$ cat src/uac_defs.vh
`ifndef UAC_DEFS_VH
`define UAC_DEFS_VH

// ****************************************
// Register map
// ****************************************
`define UAC_ADDR_TX_BURST 6'h00
`define UAC_ADDR_RX_EVENT 6'h01
`define UAC_ADDR_MEAS_SEL 6'h02
`define UAC_ADDR_TEMP_THR 6'h03
`define UAC_RST_TX_BURST 8'h45
`define UAC_RST_RX_EVENT 8'h40
`define UAC_RST_MEAS_SEL 8'h00
`define UAC_RST_TEMP_THR 8'h03
`define UAC_RST_TXDIV 3'h2
`define UAC_RST_BURST 5'h05
`define UAC_RST_THR 3'h3
`define UAC_RST_THR_MV 11'h07D
`define UAC_READ_ZERO 8'h00

// ****************************************
// Field positions
// ****************************************
`define UAC_TXDIV_HI 7
`define UAC_TXDIV_LO 5
`define UAC_BURST_HI 4
`define UAC_BURST_LO 0
`define UAC_NRX_HI 2
`define UAC_NRX_LO 0
`define UAC_CM_BIT 7
`define UAC_MT_BIT 6
`define UAC_DAMP_BIT 5
`define UAC_TCH_BIT 6
`define UAC_RTD_BIT 5
`define UAC_TCLK_BIT 4
`define UAC_BLANK_BIT 3
`define UAC_THR_HI 2
`define UAC_THR_LO 0

// ****************************************
// Command byte and decoded constants
// ****************************************
`define UAC_CMD_WR_BIT 6
`define UAC_CMD_ADDR_HI 5
`define UAC_CMD_ADDR_LO 0
`define UAC_BITS_CMD 5'h08
`define UAC_BITS_ALL 5'h10
`define UAC_DIV_TWO 9'h002
`define UAC_TEMP_FIXED_DIV 9'h008
`define UAC_STOPS_NOCOUNT 6'h20
`define UAC_NRX_NOCOUNT 3'h0

`endif

$ cat src/uac_config_regs.v
`timescale 1ns/100ps
`include "uac_defs.vh"

module uac_config_regs (
  input wire clock,
  input wire rst,
  input wire spi_sclk,
  input wire spi_cs_n,
  input wire spi_sdi,
  output wire spi_sdo,
  output wire spi_sdo_oe_n,
  input wire meas_start,
  input wire stop_event,
  input wire listen_expired,
  input wire error_clear,
  input wire [9:0] wait_time,
  output reg [2:0] tx_clock_divider,
  output reg [8:0] tx_divide_ratio,
  output reg [4:0] burst_pulse_count,
  output reg [5:0] stop_pulse_target,
  output reg event_count_enable,
  output reg common_mode_source,
  output reg measurement_type,
  output reg damping_enable,
  output reg temp_channel_select,
  output reg sensor_type_select,
  output reg [8:0] temp_divide_ratio,
  output reg blanking_enable,
  output reg [9:0] blanking_length,
  output reg [2:0] echo_threshold_code,
  output reg [10:0] echo_threshold_mv,
  output reg timeout_flag,
  output reg error_out_n
);

  // ****************************************
  // Serial port
  // ****************************************
  reg [7:0] tx_burst_config_q;
  reg [7:0] rx_event_config_q;
  reg [7:0] measurement_select_config_q;
  reg [7:0] temp_and_threshold_config_q;
  reg sclk_q;
  reg [4:0] bit_cnt_q;
  reg [7:0] rx_shift_q;
  reg [7:0] cmd_q;
  reg [7:0] tx_shift_q;
  reg [7:0] rd_data;
  wire sclk_rise;
  wire sclk_fall;
  wire [7:0] rx_next;
  wire cmd_write;
  wire [5:0] cmd_addr;
  wire write_done;

  assign sclk_rise = spi_sclk & ~sclk_q;
  assign sclk_fall = ~spi_sclk & sclk_q;
  assign rx_next = {rx_shift_q[6:0], spi_sdi};
  assign cmd_write = cmd_q[`UAC_CMD_WR_BIT];
  assign cmd_addr = cmd_q[`UAC_CMD_ADDR_HI:`UAC_CMD_ADDR_LO];
  assign write_done = ~spi_cs_n & sclk_rise & cmd_write & (bit_cnt_q == `UAC_BITS_ALL - 5'h01);
  assign spi_sdo = tx_shift_q[7];
  assign spi_sdo_oe_n = spi_cs_n | cmd_write | (bit_cnt_q < `UAC_BITS_CMD);

  always @* begin
    case (cmd_addr)
      `UAC_ADDR_TX_BURST: rd_data = tx_burst_config_q;
      `UAC_ADDR_RX_EVENT: rd_data = rx_event_config_q;
      `UAC_ADDR_MEAS_SEL: rd_data = measurement_select_config_q;
      `UAC_ADDR_TEMP_THR: rd_data = temp_and_threshold_config_q;
      default: rd_data = `UAC_READ_ZERO;
    endcase
  end

  // Chip select high aborts any frame, so the next frame always starts clean.
  always @(posedge clock) begin
    if (rst) begin
      sclk_q <= 1'b0;
      bit_cnt_q <= 5'h00;
      rx_shift_q <= 8'h00;
      cmd_q <= 8'h00;
      tx_shift_q <= 8'h00;
    end else begin
      sclk_q <= spi_sclk;
      if (spi_cs_n) begin
        bit_cnt_q <= 5'h00;
        cmd_q <= 8'h00;
      end else begin
        if (sclk_rise && bit_cnt_q < `UAC_BITS_ALL) begin
          rx_shift_q <= rx_next;
          bit_cnt_q <= bit_cnt_q + 5'h01;
          if (bit_cnt_q == `UAC_BITS_CMD - 5'h01) begin
            cmd_q <= rx_next;
          end
        end
        if (sclk_fall) begin
          if (bit_cnt_q == `UAC_BITS_CMD) begin
            tx_shift_q <= rd_data;
          end else begin
            tx_shift_q <= {tx_shift_q[6:0], 1'b0};
          end
        end
      end
    end
  end

  // ****************************************
  // Configuration registers
  // ****************************************
  // Reserved bits are stored as written; the host keeps them at their reset values.
  always @(posedge clock) begin
    if (rst) begin
      tx_burst_config_q <= `UAC_RST_TX_BURST;
      rx_event_config_q <= `UAC_RST_RX_EVENT;
      measurement_select_config_q <= `UAC_RST_MEAS_SEL;
      temp_and_threshold_config_q <= `UAC_RST_TEMP_THR;
    end else if (write_done) begin
      case (cmd_addr)
        `UAC_ADDR_TX_BURST: tx_burst_config_q <= rx_next;
        `UAC_ADDR_RX_EVENT: rx_event_config_q <= rx_next;
        `UAC_ADDR_MEAS_SEL: measurement_select_config_q <= rx_next;
        `UAC_ADDR_TEMP_THR: temp_and_threshold_config_q <= rx_next;
        default: tx_burst_config_q <= tx_burst_config_q;
      endcase
    end
  end

  // ****************************************
  // Decoded controls
  // ****************************************
  wire [2:0] div_code;
  wire [2:0] nrx_code;
  wire [2:0] thr_code;
  reg [10:0] thr_mv;
  assign div_code = tx_burst_config_q[`UAC_TXDIV_HI:`UAC_TXDIV_LO];
  assign nrx_code = rx_event_config_q[`UAC_NRX_HI:`UAC_NRX_LO];
  assign thr_code = temp_and_threshold_config_q[`UAC_THR_HI:`UAC_THR_LO];

  always @* begin
    case (thr_code)
      3'h0: thr_mv = 11'h023;
      3'h1: thr_mv = 11'h032;
      3'h2: thr_mv = 11'h04B;
      3'h3: thr_mv = 11'h07D;
      3'h4: thr_mv = 11'h0DC;
      3'h5: thr_mv = 11'h19A;
      3'h6: thr_mv = 11'h307;
      default: thr_mv = 11'h5DC;
    endcase
  end

  // Outputs are snapshots taken at measurement start, so a write in the middle
  // of a burst never changes the running measurement.
  always @(posedge clock) begin
    if (rst) begin
      tx_clock_divider <= `UAC_RST_TXDIV;
      tx_divide_ratio <= `UAC_TEMP_FIXED_DIV;
      burst_pulse_count <= `UAC_RST_BURST;
      stop_pulse_target <= `UAC_STOPS_NOCOUNT;
      event_count_enable <= 1'b0;
      common_mode_source <= 1'b0;
      measurement_type <= 1'b0;
      damping_enable <= 1'b0;
      temp_channel_select <= 1'b0;
      sensor_type_select <= 1'b0;
      temp_divide_ratio <= `UAC_TEMP_FIXED_DIV;
      blanking_enable <= 1'b0;
      blanking_length <= 10'h000;
      echo_threshold_code <= `UAC_RST_THR;
      echo_threshold_mv <= `UAC_RST_THR_MV;
    end else if (meas_start) begin
      tx_clock_divider <= div_code;
      // Shifting a constant two avoids a three-bit code plus one, which wraps to zero for code 7.
      tx_divide_ratio <= `UAC_DIV_TWO << div_code;
      burst_pulse_count <= tx_burst_config_q[`UAC_BURST_HI:`UAC_BURST_LO];
      stop_pulse_target <= (nrx_code == `UAC_NRX_NOCOUNT) ? `UAC_STOPS_NOCOUNT : {3'h0, nrx_code};
      event_count_enable <= (nrx_code != `UAC_NRX_NOCOUNT);
      common_mode_source <= measurement_select_config_q[`UAC_CM_BIT];
      measurement_type <= measurement_select_config_q[`UAC_MT_BIT];
      damping_enable <= measurement_select_config_q[`UAC_DAMP_BIT];
      temp_channel_select <= temp_and_threshold_config_q[`UAC_TCH_BIT];
      sensor_type_select <= temp_and_threshold_config_q[`UAC_RTD_BIT];
      temp_divide_ratio <= temp_and_threshold_config_q[`UAC_TCLK_BIT] ?
        (`UAC_DIV_TWO << div_code) : `UAC_TEMP_FIXED_DIV;
      blanking_enable <= temp_and_threshold_config_q[`UAC_BLANK_BIT] &
        ~measurement_select_config_q[`UAC_MT_BIT];
      blanking_length <= wait_time;
      echo_threshold_code <= thr_code;
      echo_threshold_mv <= thr_mv;
    end
  end

  // ****************************************
  // Listening timeout
  // ****************************************
  reg listening_q;
  reg [5:0] stop_cnt_q;
  always @(posedge clock) begin
    if (rst) begin
      listening_q <= 1'b0;
      stop_cnt_q <= 6'h00;
      timeout_flag <= 1'b0;
      error_out_n <= 1'b1;
    end else begin
      if (meas_start) begin
        listening_q <= 1'b1;
        stop_cnt_q <= 6'h00;
      end else if (listening_q) begin
        if (stop_event) begin
          stop_cnt_q <= stop_cnt_q + 6'h01;
          if (stop_cnt_q + 6'h01 == stop_pulse_target) begin
            listening_q <= 1'b0;
          end
        end else if (listen_expired) begin
          listening_q <= 1'b0;
        end
      end
      // A timeout in the same cycle as a clear still sets the error.
      if (listening_q && !meas_start && !stop_event && listen_expired && stop_cnt_q < stop_pulse_target) begin
        timeout_flag <= 1'b1;
        error_out_n <= 1'b0;
      end else if (error_clear) begin
        timeout_flag <= 1'b0;
        error_out_n <= 1'b1;
      end
    end
  end

endmodule // uac_config_regs

$ cat config.mk
export PLATFORM = sky130hd
export DESIGN_NAME = uac_config_regs
export DESIGN_NICKNAME = d
export VERILOG_FILES = /design/src/uac_config_regs.v
export VERILOG_INCLUDE_DIRS = /design/src
export SDC_FILE = /design/constraint.sdc
export NUM_CORES = 1
export LEC_CHECK = 0
export ABC_AREA = 1
export ABC_CLOCK_PERIOD_IN_PS = 2000
export BUFFER_PORTS_ARGS = -buffer_cell sky130_fd_sc_hd__clkbuf_2
export CORE_UTILIZATION = 56
export DETAILED_ROUTE_END_ITERATION = 12
export GPL_TIMING_DRIVEN = 0
export PLACE_DENSITY = 0.84
export SLEW_MARGIN = 15
export SYNTH_ARGS = -nofsm -noshare
export SYNTH_HDL_FRONTEND = slang
export SYNTH_SLANG_ARGS = --single-unit
$ cat constraint.sdc
create_clock -name clock -period 2 [get_ports clock]
set_input_delay 0.3 -clock clock [delete_from_list [all_inputs] [get_ports clock]]
set_output_delay 0.3 -clock clock [all_outputs]
set_load 0.01 [all_outputs]
==> out/qor.json, run 1 <==
{
  "synth_top_area_cell": "sky130_fd_sc_hd__dfxtp_1",
  "critPathCaptureType": "flop",
  "placement_rows": 34,
  "placed_cells_incl_taps": 859,
  "tritoncts_buffer_count": 17,
  "design.die.area_um2": 9750,
  "synth-edff-count": 0,
  "crit_start": "bit_cnt_q[1]$_SDFFE_PP0P_",
  "post_synthesis_sequential_area_ratio_pct": 48.9,
  "placedInstanceArea_um2": 5790,
  "timing.final.crit_period_ns": 1.82,
  "synthCells": 668,
  "rsz0062_at_grt": "no",
  "synth_largest_type_area_fraction_pct": 48.9,
  "clock_insertion_delay_at_the_later_pin_of_the_skew_report_ns": 0.52,
  "post-dp-hpwl_mm": 9.61,
  "relSlewSlack_pct": 64.0,
  "required_time_of_the_worst_setup_path_ns": 2.40,
  "final_max_tran_viols": 0,
  "clkSinkCount": 128,
  "clkSlewWorstSetupHoldPaths_ns": 0.06,
  "worst_margin_pin_slew_ns": 0.540,
  "cts_buffer_depth": 2,
  "finalInstanceArea_um2": 6500,
  "hold_path.startpoint": "spi_sclk",
  "clockRootBuffer": "sky130_fd_sc_hd__clkbuf_8",
  "diodes": 0,
  "yosys-top-cells-count": "128 x sky130_fd_sc_hd__dfxtp_1, 121 x sky130_fd_sc_hd__nand2_1, 96 x sky130_fd_sc_hd__nor2_1",
  "groute.usage.overall_pct": 29.3,
  "finalSetupViolations": 0,
  "antenna_violations_before_repair": 0,
  "regToRegStartpoint": "bit_cnt_q[1]$_SDFFE_PP0P_",
  "floorplan.io_pins": 86,
  "synth.yosys.warnings": 0,
  "finalWorstSetupSlack_ns": 0.185,
  "synth-seq-cells": 128,
  "grt_max_degree": 17,
  "die-width_um": 98.8,
  "path_max_fanout": 10,
  "num-nets-final": 815,
  "yosysUniqueCellTypes": 40,
  "final.setup_skew_ns": 0.00772,
  "setup-tns-final_ns": 0,
  "cts_htree_levels": 4,
  "max_freq_mhz": 551,
  "coreArea_um2": 8890,
  "max_cap_violations": 0,
  "stdcell_count": 907,
  "wl_per_cell_um": 15.2,
  "netlist_top_cells_area": "sky130_fd_sc_hd__dfxtp_1 49%, sky130_fd_sc_hd__nand2_1 8.7%, sky130_fd_sc_hd__nor2_1 6.9%",
  "gpl.final_weighted_congestion": 0.900,
  "startpoint_type": "flop",
  "most_used_dff_post_synth": "sky130_fd_sc_hd__dfxtp_1",
  "synth.cell_area_um2": 5240,
  "power.leakage_nw": 2.88,
  "route.detailed.vias_per_inst": 5.52,
  "status": "finished clean",
  "report.final.hold_viol_count": 0,
  "first_pass_iters": 6,
  "num_vias": 5011,
  "post_route_cells_drive_above_1_share_pct": 19.5,
  "wirelength_mm": 13.8,
  "async_reset_ff_share_pct": 0,
  "port_buffers": 80,
  "drt.antenna.violating_nets": 0,
  "grt.overflow.total": 0,
  "drtIter0Drc": 311,
  "vdd_drop_max_mv": 0.509,
  "first_global_vias": 4738,
  "synthMostInstantiatedCell": "sky130_fd_sc_hd__dfxtp_1",
  "crit_type": "reg2reg",
  "timing.final.crit_share_pct": 90.8,
  "worstPathArrival_ns": 2.21,
  "area.growth.synth_to_final_pct": 24.0,
  "first_pass_grt_wire_length_mm": 22.3,
  "power_density_nw_per_um2": 883,
  "min_delay_path_class": "in2reg",
  "pre_cts_ws_ns": 0.0776,
  "drc_errors": 0,
  "initial_core_util_pct": 59.0,
  "die_height_um": 98.8,
  "syn_area_per_cell_um2": 7.85,
  "cts_tree": "built"
}
kinds of logic (layout without fill, tap and decap cells):
group                      Yosys count  in the layout  share of synthesized area [%]
adders and majority gates           10             10                           2.39
other                                1              4                         0.0715
and+or+nand+nor                    261            261                           22.8
xor gates and xnor gates             3              3                          0.501
AOI/OAI and AO/OA                  162            162                           17.2
DFF                                128            128                           48.9
buffers and inverters              103            231                           8.16
power by group:
group	internal, mW	total, mW	switching, mW
combinational	0.0988	0.272	0.173
sequential	2.59	2.63	0.0358
clock	1.66	2.84	1.19
what timing repair did:
item / CTS / global route
endpoints found under the setup margin: 0 / 12
buffers inserted: 0 / 5
endpoints found under the hold margin: 11 / 0
gates resized for setup: 0 / 0
hold buffers: 11 / 0
area by class of cell:
cell class	count	area, µm²
Multi-Input combinational cell	440	2260
Timing Repair Buffer	96	561
Inverter	80	303
Buffer	23	125
Sequential cell	128	2560
Clock inverter	15	138
Fill cell	663	2390
Tap cell	108	135
Clock buffer	17	414
path summary, 6_finish.rpt:
kind / end / slack [ns] / cells past startpoint
worst min register to register: rx_event_config_q[3]$_SDFFE_PP0P_ / 0.45 / 2
worst max register to register: temp_and_threshold_config_q[7]$_SDFFE_PP0P_ / 0.18 / 10
worst max-delay path: temp_and_threshold_config_q[7]$_SDFFE_PP0P_ / 0.18 / 10
worst min-delay path: sclk_q$_SDFF_PP0_ / 0.02 / 3
routing by layer:
| layer | vias up | wire length [µm] | GRT usage (%) |
|---|---|---|---|
| met2 | 240 | 7010 | 52.6 |
| met5 | - | 0 | 0 |
| met3 | 24 | 1060 | 7.66 |
| met1 | 2324 | 5500 | 33.4 |
| li1 | 2423 | - | - |
| met4 | 0 | 229 | 10.7 |
cells in the final DEF (no fill, tap or decap), types with 3 or more instances in the layout:
cell type / n
sky130_fd_sc_hd__dfxtp_1: 128
sky130_fd_sc_hd__nand2_1: 121
sky130_fd_sc_hd__nor2_1: 96
sky130_fd_sc_hd__clkbuf_2: 80
sky130_fd_sc_hd__inv_1: 68
sky130_fd_sc_hd__a21oi_1: 63
sky130_fd_sc_hd__o21ai_0: 44
sky130_fd_sc_hd__o21ai_1: 24
sky130_fd_sc_hd__clkbuf_16: 16
sky130_fd_sc_hd__nand3_1: 12
sky130_fd_sc_hd__dlygate4sd3_1: 11
sky130_fd_sc_hd__o211ai_1: 10
sky130_fd_sc_hd__a22o_1: 10
sky130_fd_sc_hd__ha_1: 10
sky130_fd_sc_hd__clkbuf_1: 8
sky130_fd_sc_hd__nand4_1: 8
sky130_fd_sc_hd__buf_4: 8
sky130_fd_sc_hd__inv_2: 7
sky130_fd_sc_hd__buf_2: 7
sky130_fd_sc_hd__nor2_2: 6
sky130_fd_sc_hd__clkinv_4: 5
sky130_fd_sc_hd__clkinv_1: 4
sky130_fd_sc_hd__nor3_1: 4
sky130_fd_sc_hd__conb_1: 4
sky130_fd_sc_hd__nor2_4: 3
sky130_fd_sc_hd__nand3_4: 3
sky130_fd_sc_hd__nor2_8: 3
sky130_fd_sc_hd__xor2_1: 3
sky130_fd_sc_hd__clkinv_2: 3
sky130_fd_sc_hd__clkinvlp_4: 3
sky130_fd_sc_hd__inv_6: 3
per-stage QoR:
stage | utilization [%] | hold slack, ns | power, mW
after floorplan | - | 0.425 | 2.83
after CTS | 72.6 | 0.0131 | 5.75
after global placement | 65.1 | 0.437 | 2.92
after global routing | 73.1 | 0.0292 | 5.90
final | 73.1 | 0.0232 | 5.74
after detailed placement | 65.1 | 0.445 | 2.93
flip-flops by register name (all words and copies together) (netlist names), 3 cells and up:
signal / flops
echo_threshold_code: 3
tx_clock_divider: 3
temp_and_threshold_config_q: 8
bit_cnt_q: 5
tx_divide_ratio: 8
measurement_select_config_q: 8
tx_burst_config_q: 8
tx_shift_q: 8
stop_pulse_target: 4
cmd_q: 7
rx_shift_q: 7
echo_threshold_mv: 11
rx_event_config_q: 8
blanking_length: 10
burst_pulse_count: 5
stop_cnt_q: 6
temp_divide_ratio: 8
critical path, cell delays in order (launching register included):
cell and delay, ns:
sky130_fd_sc_hd__dfxtp_1 0.36, sky130_fd_sc_hd__ha_1 0.19, sky130_fd_sc_hd__nand2_1 0.07, sky130_fd_sc_hd__nor2_1 0.11
sky130_fd_sc_hd__ha_1 0.20, sky130_fd_sc_hd__nand4_4 0.10, sky130_fd_sc_hd__buf_12 0.17, sky130_fd_sc_hd__nor2_4 0.16
sky130_fd_sc_hd__inv_2 0.12, sky130_fd_sc_hd__o21ai_1 0.14, sky130_fd_sc_hd__a21oi_1 0.06
No activity file was read; power rests on OpenSTA's default activity.
==> run 2: changes to the inputs <==
Settings changed: CORE_UTILIZATION 56 to 30, CTS_CLUSTER_SIZE set to 16, PLACE_DENSITY 0.84 to 0.53.
==> out/qor.json, run 2 (synthesis gave the netlist of run 1 again) <==
{
  "status": "finished clean",
  "floorplan.io_pins": 86,
  "vdd_drop_max_mv": 0.560,
  "largest_registers_ranked_by_flip_flop_count": "echo_threshold_mv: 11 flops, blanking_length: 10 flops",
  "timing.final.crit_period_ns": 1.79,
  "power.leakage_nw": 2.88,
  "startpoint_type": "flop",
  "worst-path-buf-inv": 2,
  "drtIter0Drc": 221,
  "die_height_um": 134,
  "number_of_flip_flops_under_the_largest_register_name": 11,
  "first_pass_grt_wire_length_mm": 22.3,
  "power_frac_seq_pct": 42.8,
  "cts_buffer_depth": 2,
  "pre_cts_ws_ns": 0.0647,
  "initial_core_util_pct": 31.2,
  "drt.antenna.violating_nets": 0,
  "wirelength_met1_mm": 6.79,
  "min_delay_path_class": "in2reg",
  "setup-tns-final_ns": 0,
  "mostFrequentLayoutCell": "sky130_fd_sc_hd__dfxtp_1",
  "critical-path-slowest-cell": "sky130_fd_sc_hd__dfxtp_1",
  "route.detailed.vias_per_inst": 4.51,
  "clock_insertion_delay_at_the_later_pin_of_the_skew_report_ns": 0.42,
  "post_route_cells_drive_above_1_share_pct": 19.5,
  "max_cap_violations": 0,
  "final.setup_skew_ns": 0.00627,
  "cts_resized": 0,
  "detailroute.wirelength.met2_mm": 6.42,
  "clkSinkCount": 128,
  "first_global_vias": 4220,
  "total_switching_power_mw": 1.32,
  "p_total_mw": 6.13,
  "port_buffers": 80,
  "power_density_nw_per_um2": 928,
  "worst_margin_pin_slew_ns": 0.566,
  "sw_frac_of_total_pct": 21.5,
  "clkSlewWorstSetupHoldPaths_ns": 0.06,
  "critical_path.cell_chain": "ha_1 > nand2_1 > nor2_1 > ha_1 > nand4_4 > buf_12 > nor2_8 > inv_2 > o21ai_1 > a21oi_1",
  "antenna_violations_before_repair": 0,
  "finalWorstSetupSlack_ns": 0.210,
  "first_pass_iters": 4,
  "utilization_pct": 39.3,
  "max_freq_mhz": 559,
  "tritoncts_buffer_count": 17,
  "worst_path_most_repeated_cell": "sky130_fd_sc_hd__ha_1",
  "clockRootBuffer": "sky130_fd_sc_hd__clkbuf_16",
  "largest-register": "echo_threshold_mv",
  "met3WireLength_um": 605,
  "fill_cells": 1753,
  "routed.top_layer": "met4",
  "wirelength_mm": 13.9,
  "grt_max_degree": 17,
  "required_time_of_the_worst_setup_path_ns": 2.30,
  "critPathCaptureType": "flop",
  "final_max_tran_viols": 0,
  "critPathTopFamily": "simple AND/OR/NAND/NOR gates",
  "layout_common_cells": "128 x sky130_fd_sc_hd__dfxtp_1, 121 x sky130_fd_sc_hd__nand2_1, 96 x sky130_fd_sc_hd__nor2_1",
  "drc_errors": 0,
  "gpl.final_weighted_congestion": 0.827,
  "reg_to_reg_setup_timing_slack_ns": 0.21,
  "finalInstanceArea_um2": 6610,
  "crit_type": "reg2reg",
  "area.growth.synth_to_final_pct": 26.0,
  "placedInstanceArea_um2": 5930,
  "timing.final.crit_share_pct": 89.5,
  "cts_tree": "built",
  "power.combinational.fraction_pct": 4.1,
  "ff_latch_area_um2": 2560,
  "design.die.area_um2": 18000,
  "cts_htree_levels": 4,
  "groute.usage.overall_pct": 16.1,
  "wl_per_cell_um": 13.8,
  "critical-path-max-stage-delay_ns": 0.36,
  "clock_power_share_pct": 53.1,
  "relSlewSlack_pct": 62.3,
  "rsz0062_at_grt": "no",
  "placed_cells_incl_taps": 971,
  "coreArea_um2": 16800,
  "num-nets-final": 805,
  "diodes": 0,
  "post-dp-hpwl_mm": 10.3,
  "die-width_um": 134,
  "p_int_mw": 4.82,
  "placement_rows": 47,
  "worstPathArrival_ns": 2.09,
  "grt.overflow.total": 0,
  "final.hold.worst_slack_ns": 0.0908,
  "finalSetupViolations": 0,
  "path_max_fanout": 9,
  "stdcell_count": 1008,
  "multiInputGateArea_um2": 2260,
  "report.final.hold_viol_count": 0,
  "num_vias": 4546
}
run 2: cell count changes in the layout (fill, tap and decap cells not counted), sizes merged:
cell         change
clkinv           -3
clkinvlp         -2
dlygate4sd3     -11
buf              +1
bufinv           +3
clkbuf           +4
inv              -3
run 2: power by group through the flow:
stage	logic (mW)	registers (mW)	clock network, mW
after CTS	0.256	2.63	3.32
after floorplan	0.145	2.68	0
after detailed placement	0.256	2.68	0
final	0.251	2.63	3.26
after global routing	0.284	2.63	3.45
after global placement	0.255	2.68	0
run 2: timing repair:
action / CTS / global route
setup buffers: 0 / 6
setup endpoints to repair: 0 / 12
hold buffers: 0 / 0
run 2: worst paths after layout:
| kind | start | endpoint | cells after the start |
|---|---|---|---|
| worst min register to register | rx_event_config_q[3]$_SDFFE_PP0P_ | rx_event_config_q[3]$_SDFFE_PP0P_ | 2 |
| worst max-delay path | bit_cnt_q[0]$_SDFFE_PP0P_ | measurement_select_config_q[7]$_SDFFE_PP0P_ | 10 |
| worst min-delay path | wait_time[9] | blanking_length[9]$_SDFFE_PP0P_ | 2 |
| worst max register to register | bit_cnt_q[0]$_SDFFE_PP0P_ | measurement_select_config_q[7]$_SDFFE_PP0P_ | 10 |
run 2: area by class of cell:
class,instances,share of cell area (%)
clock buffer,21,6.97
clock inverter,10,2.42
sequential,128,38.8
multi-input combinational,440,34.3
inverter,80,4.58
buffer,23,1.89
timing repair buffer,86,6.93
tap,220,4.17
run 2: routing by layer:
metal / up-vias / track usage, %
met3: 8 / 4.50
met1: 2048 / 21.0
met5: - / 0
li1: 2401 / -
met4: 0 / 4.31
met2: 89 / 26.0
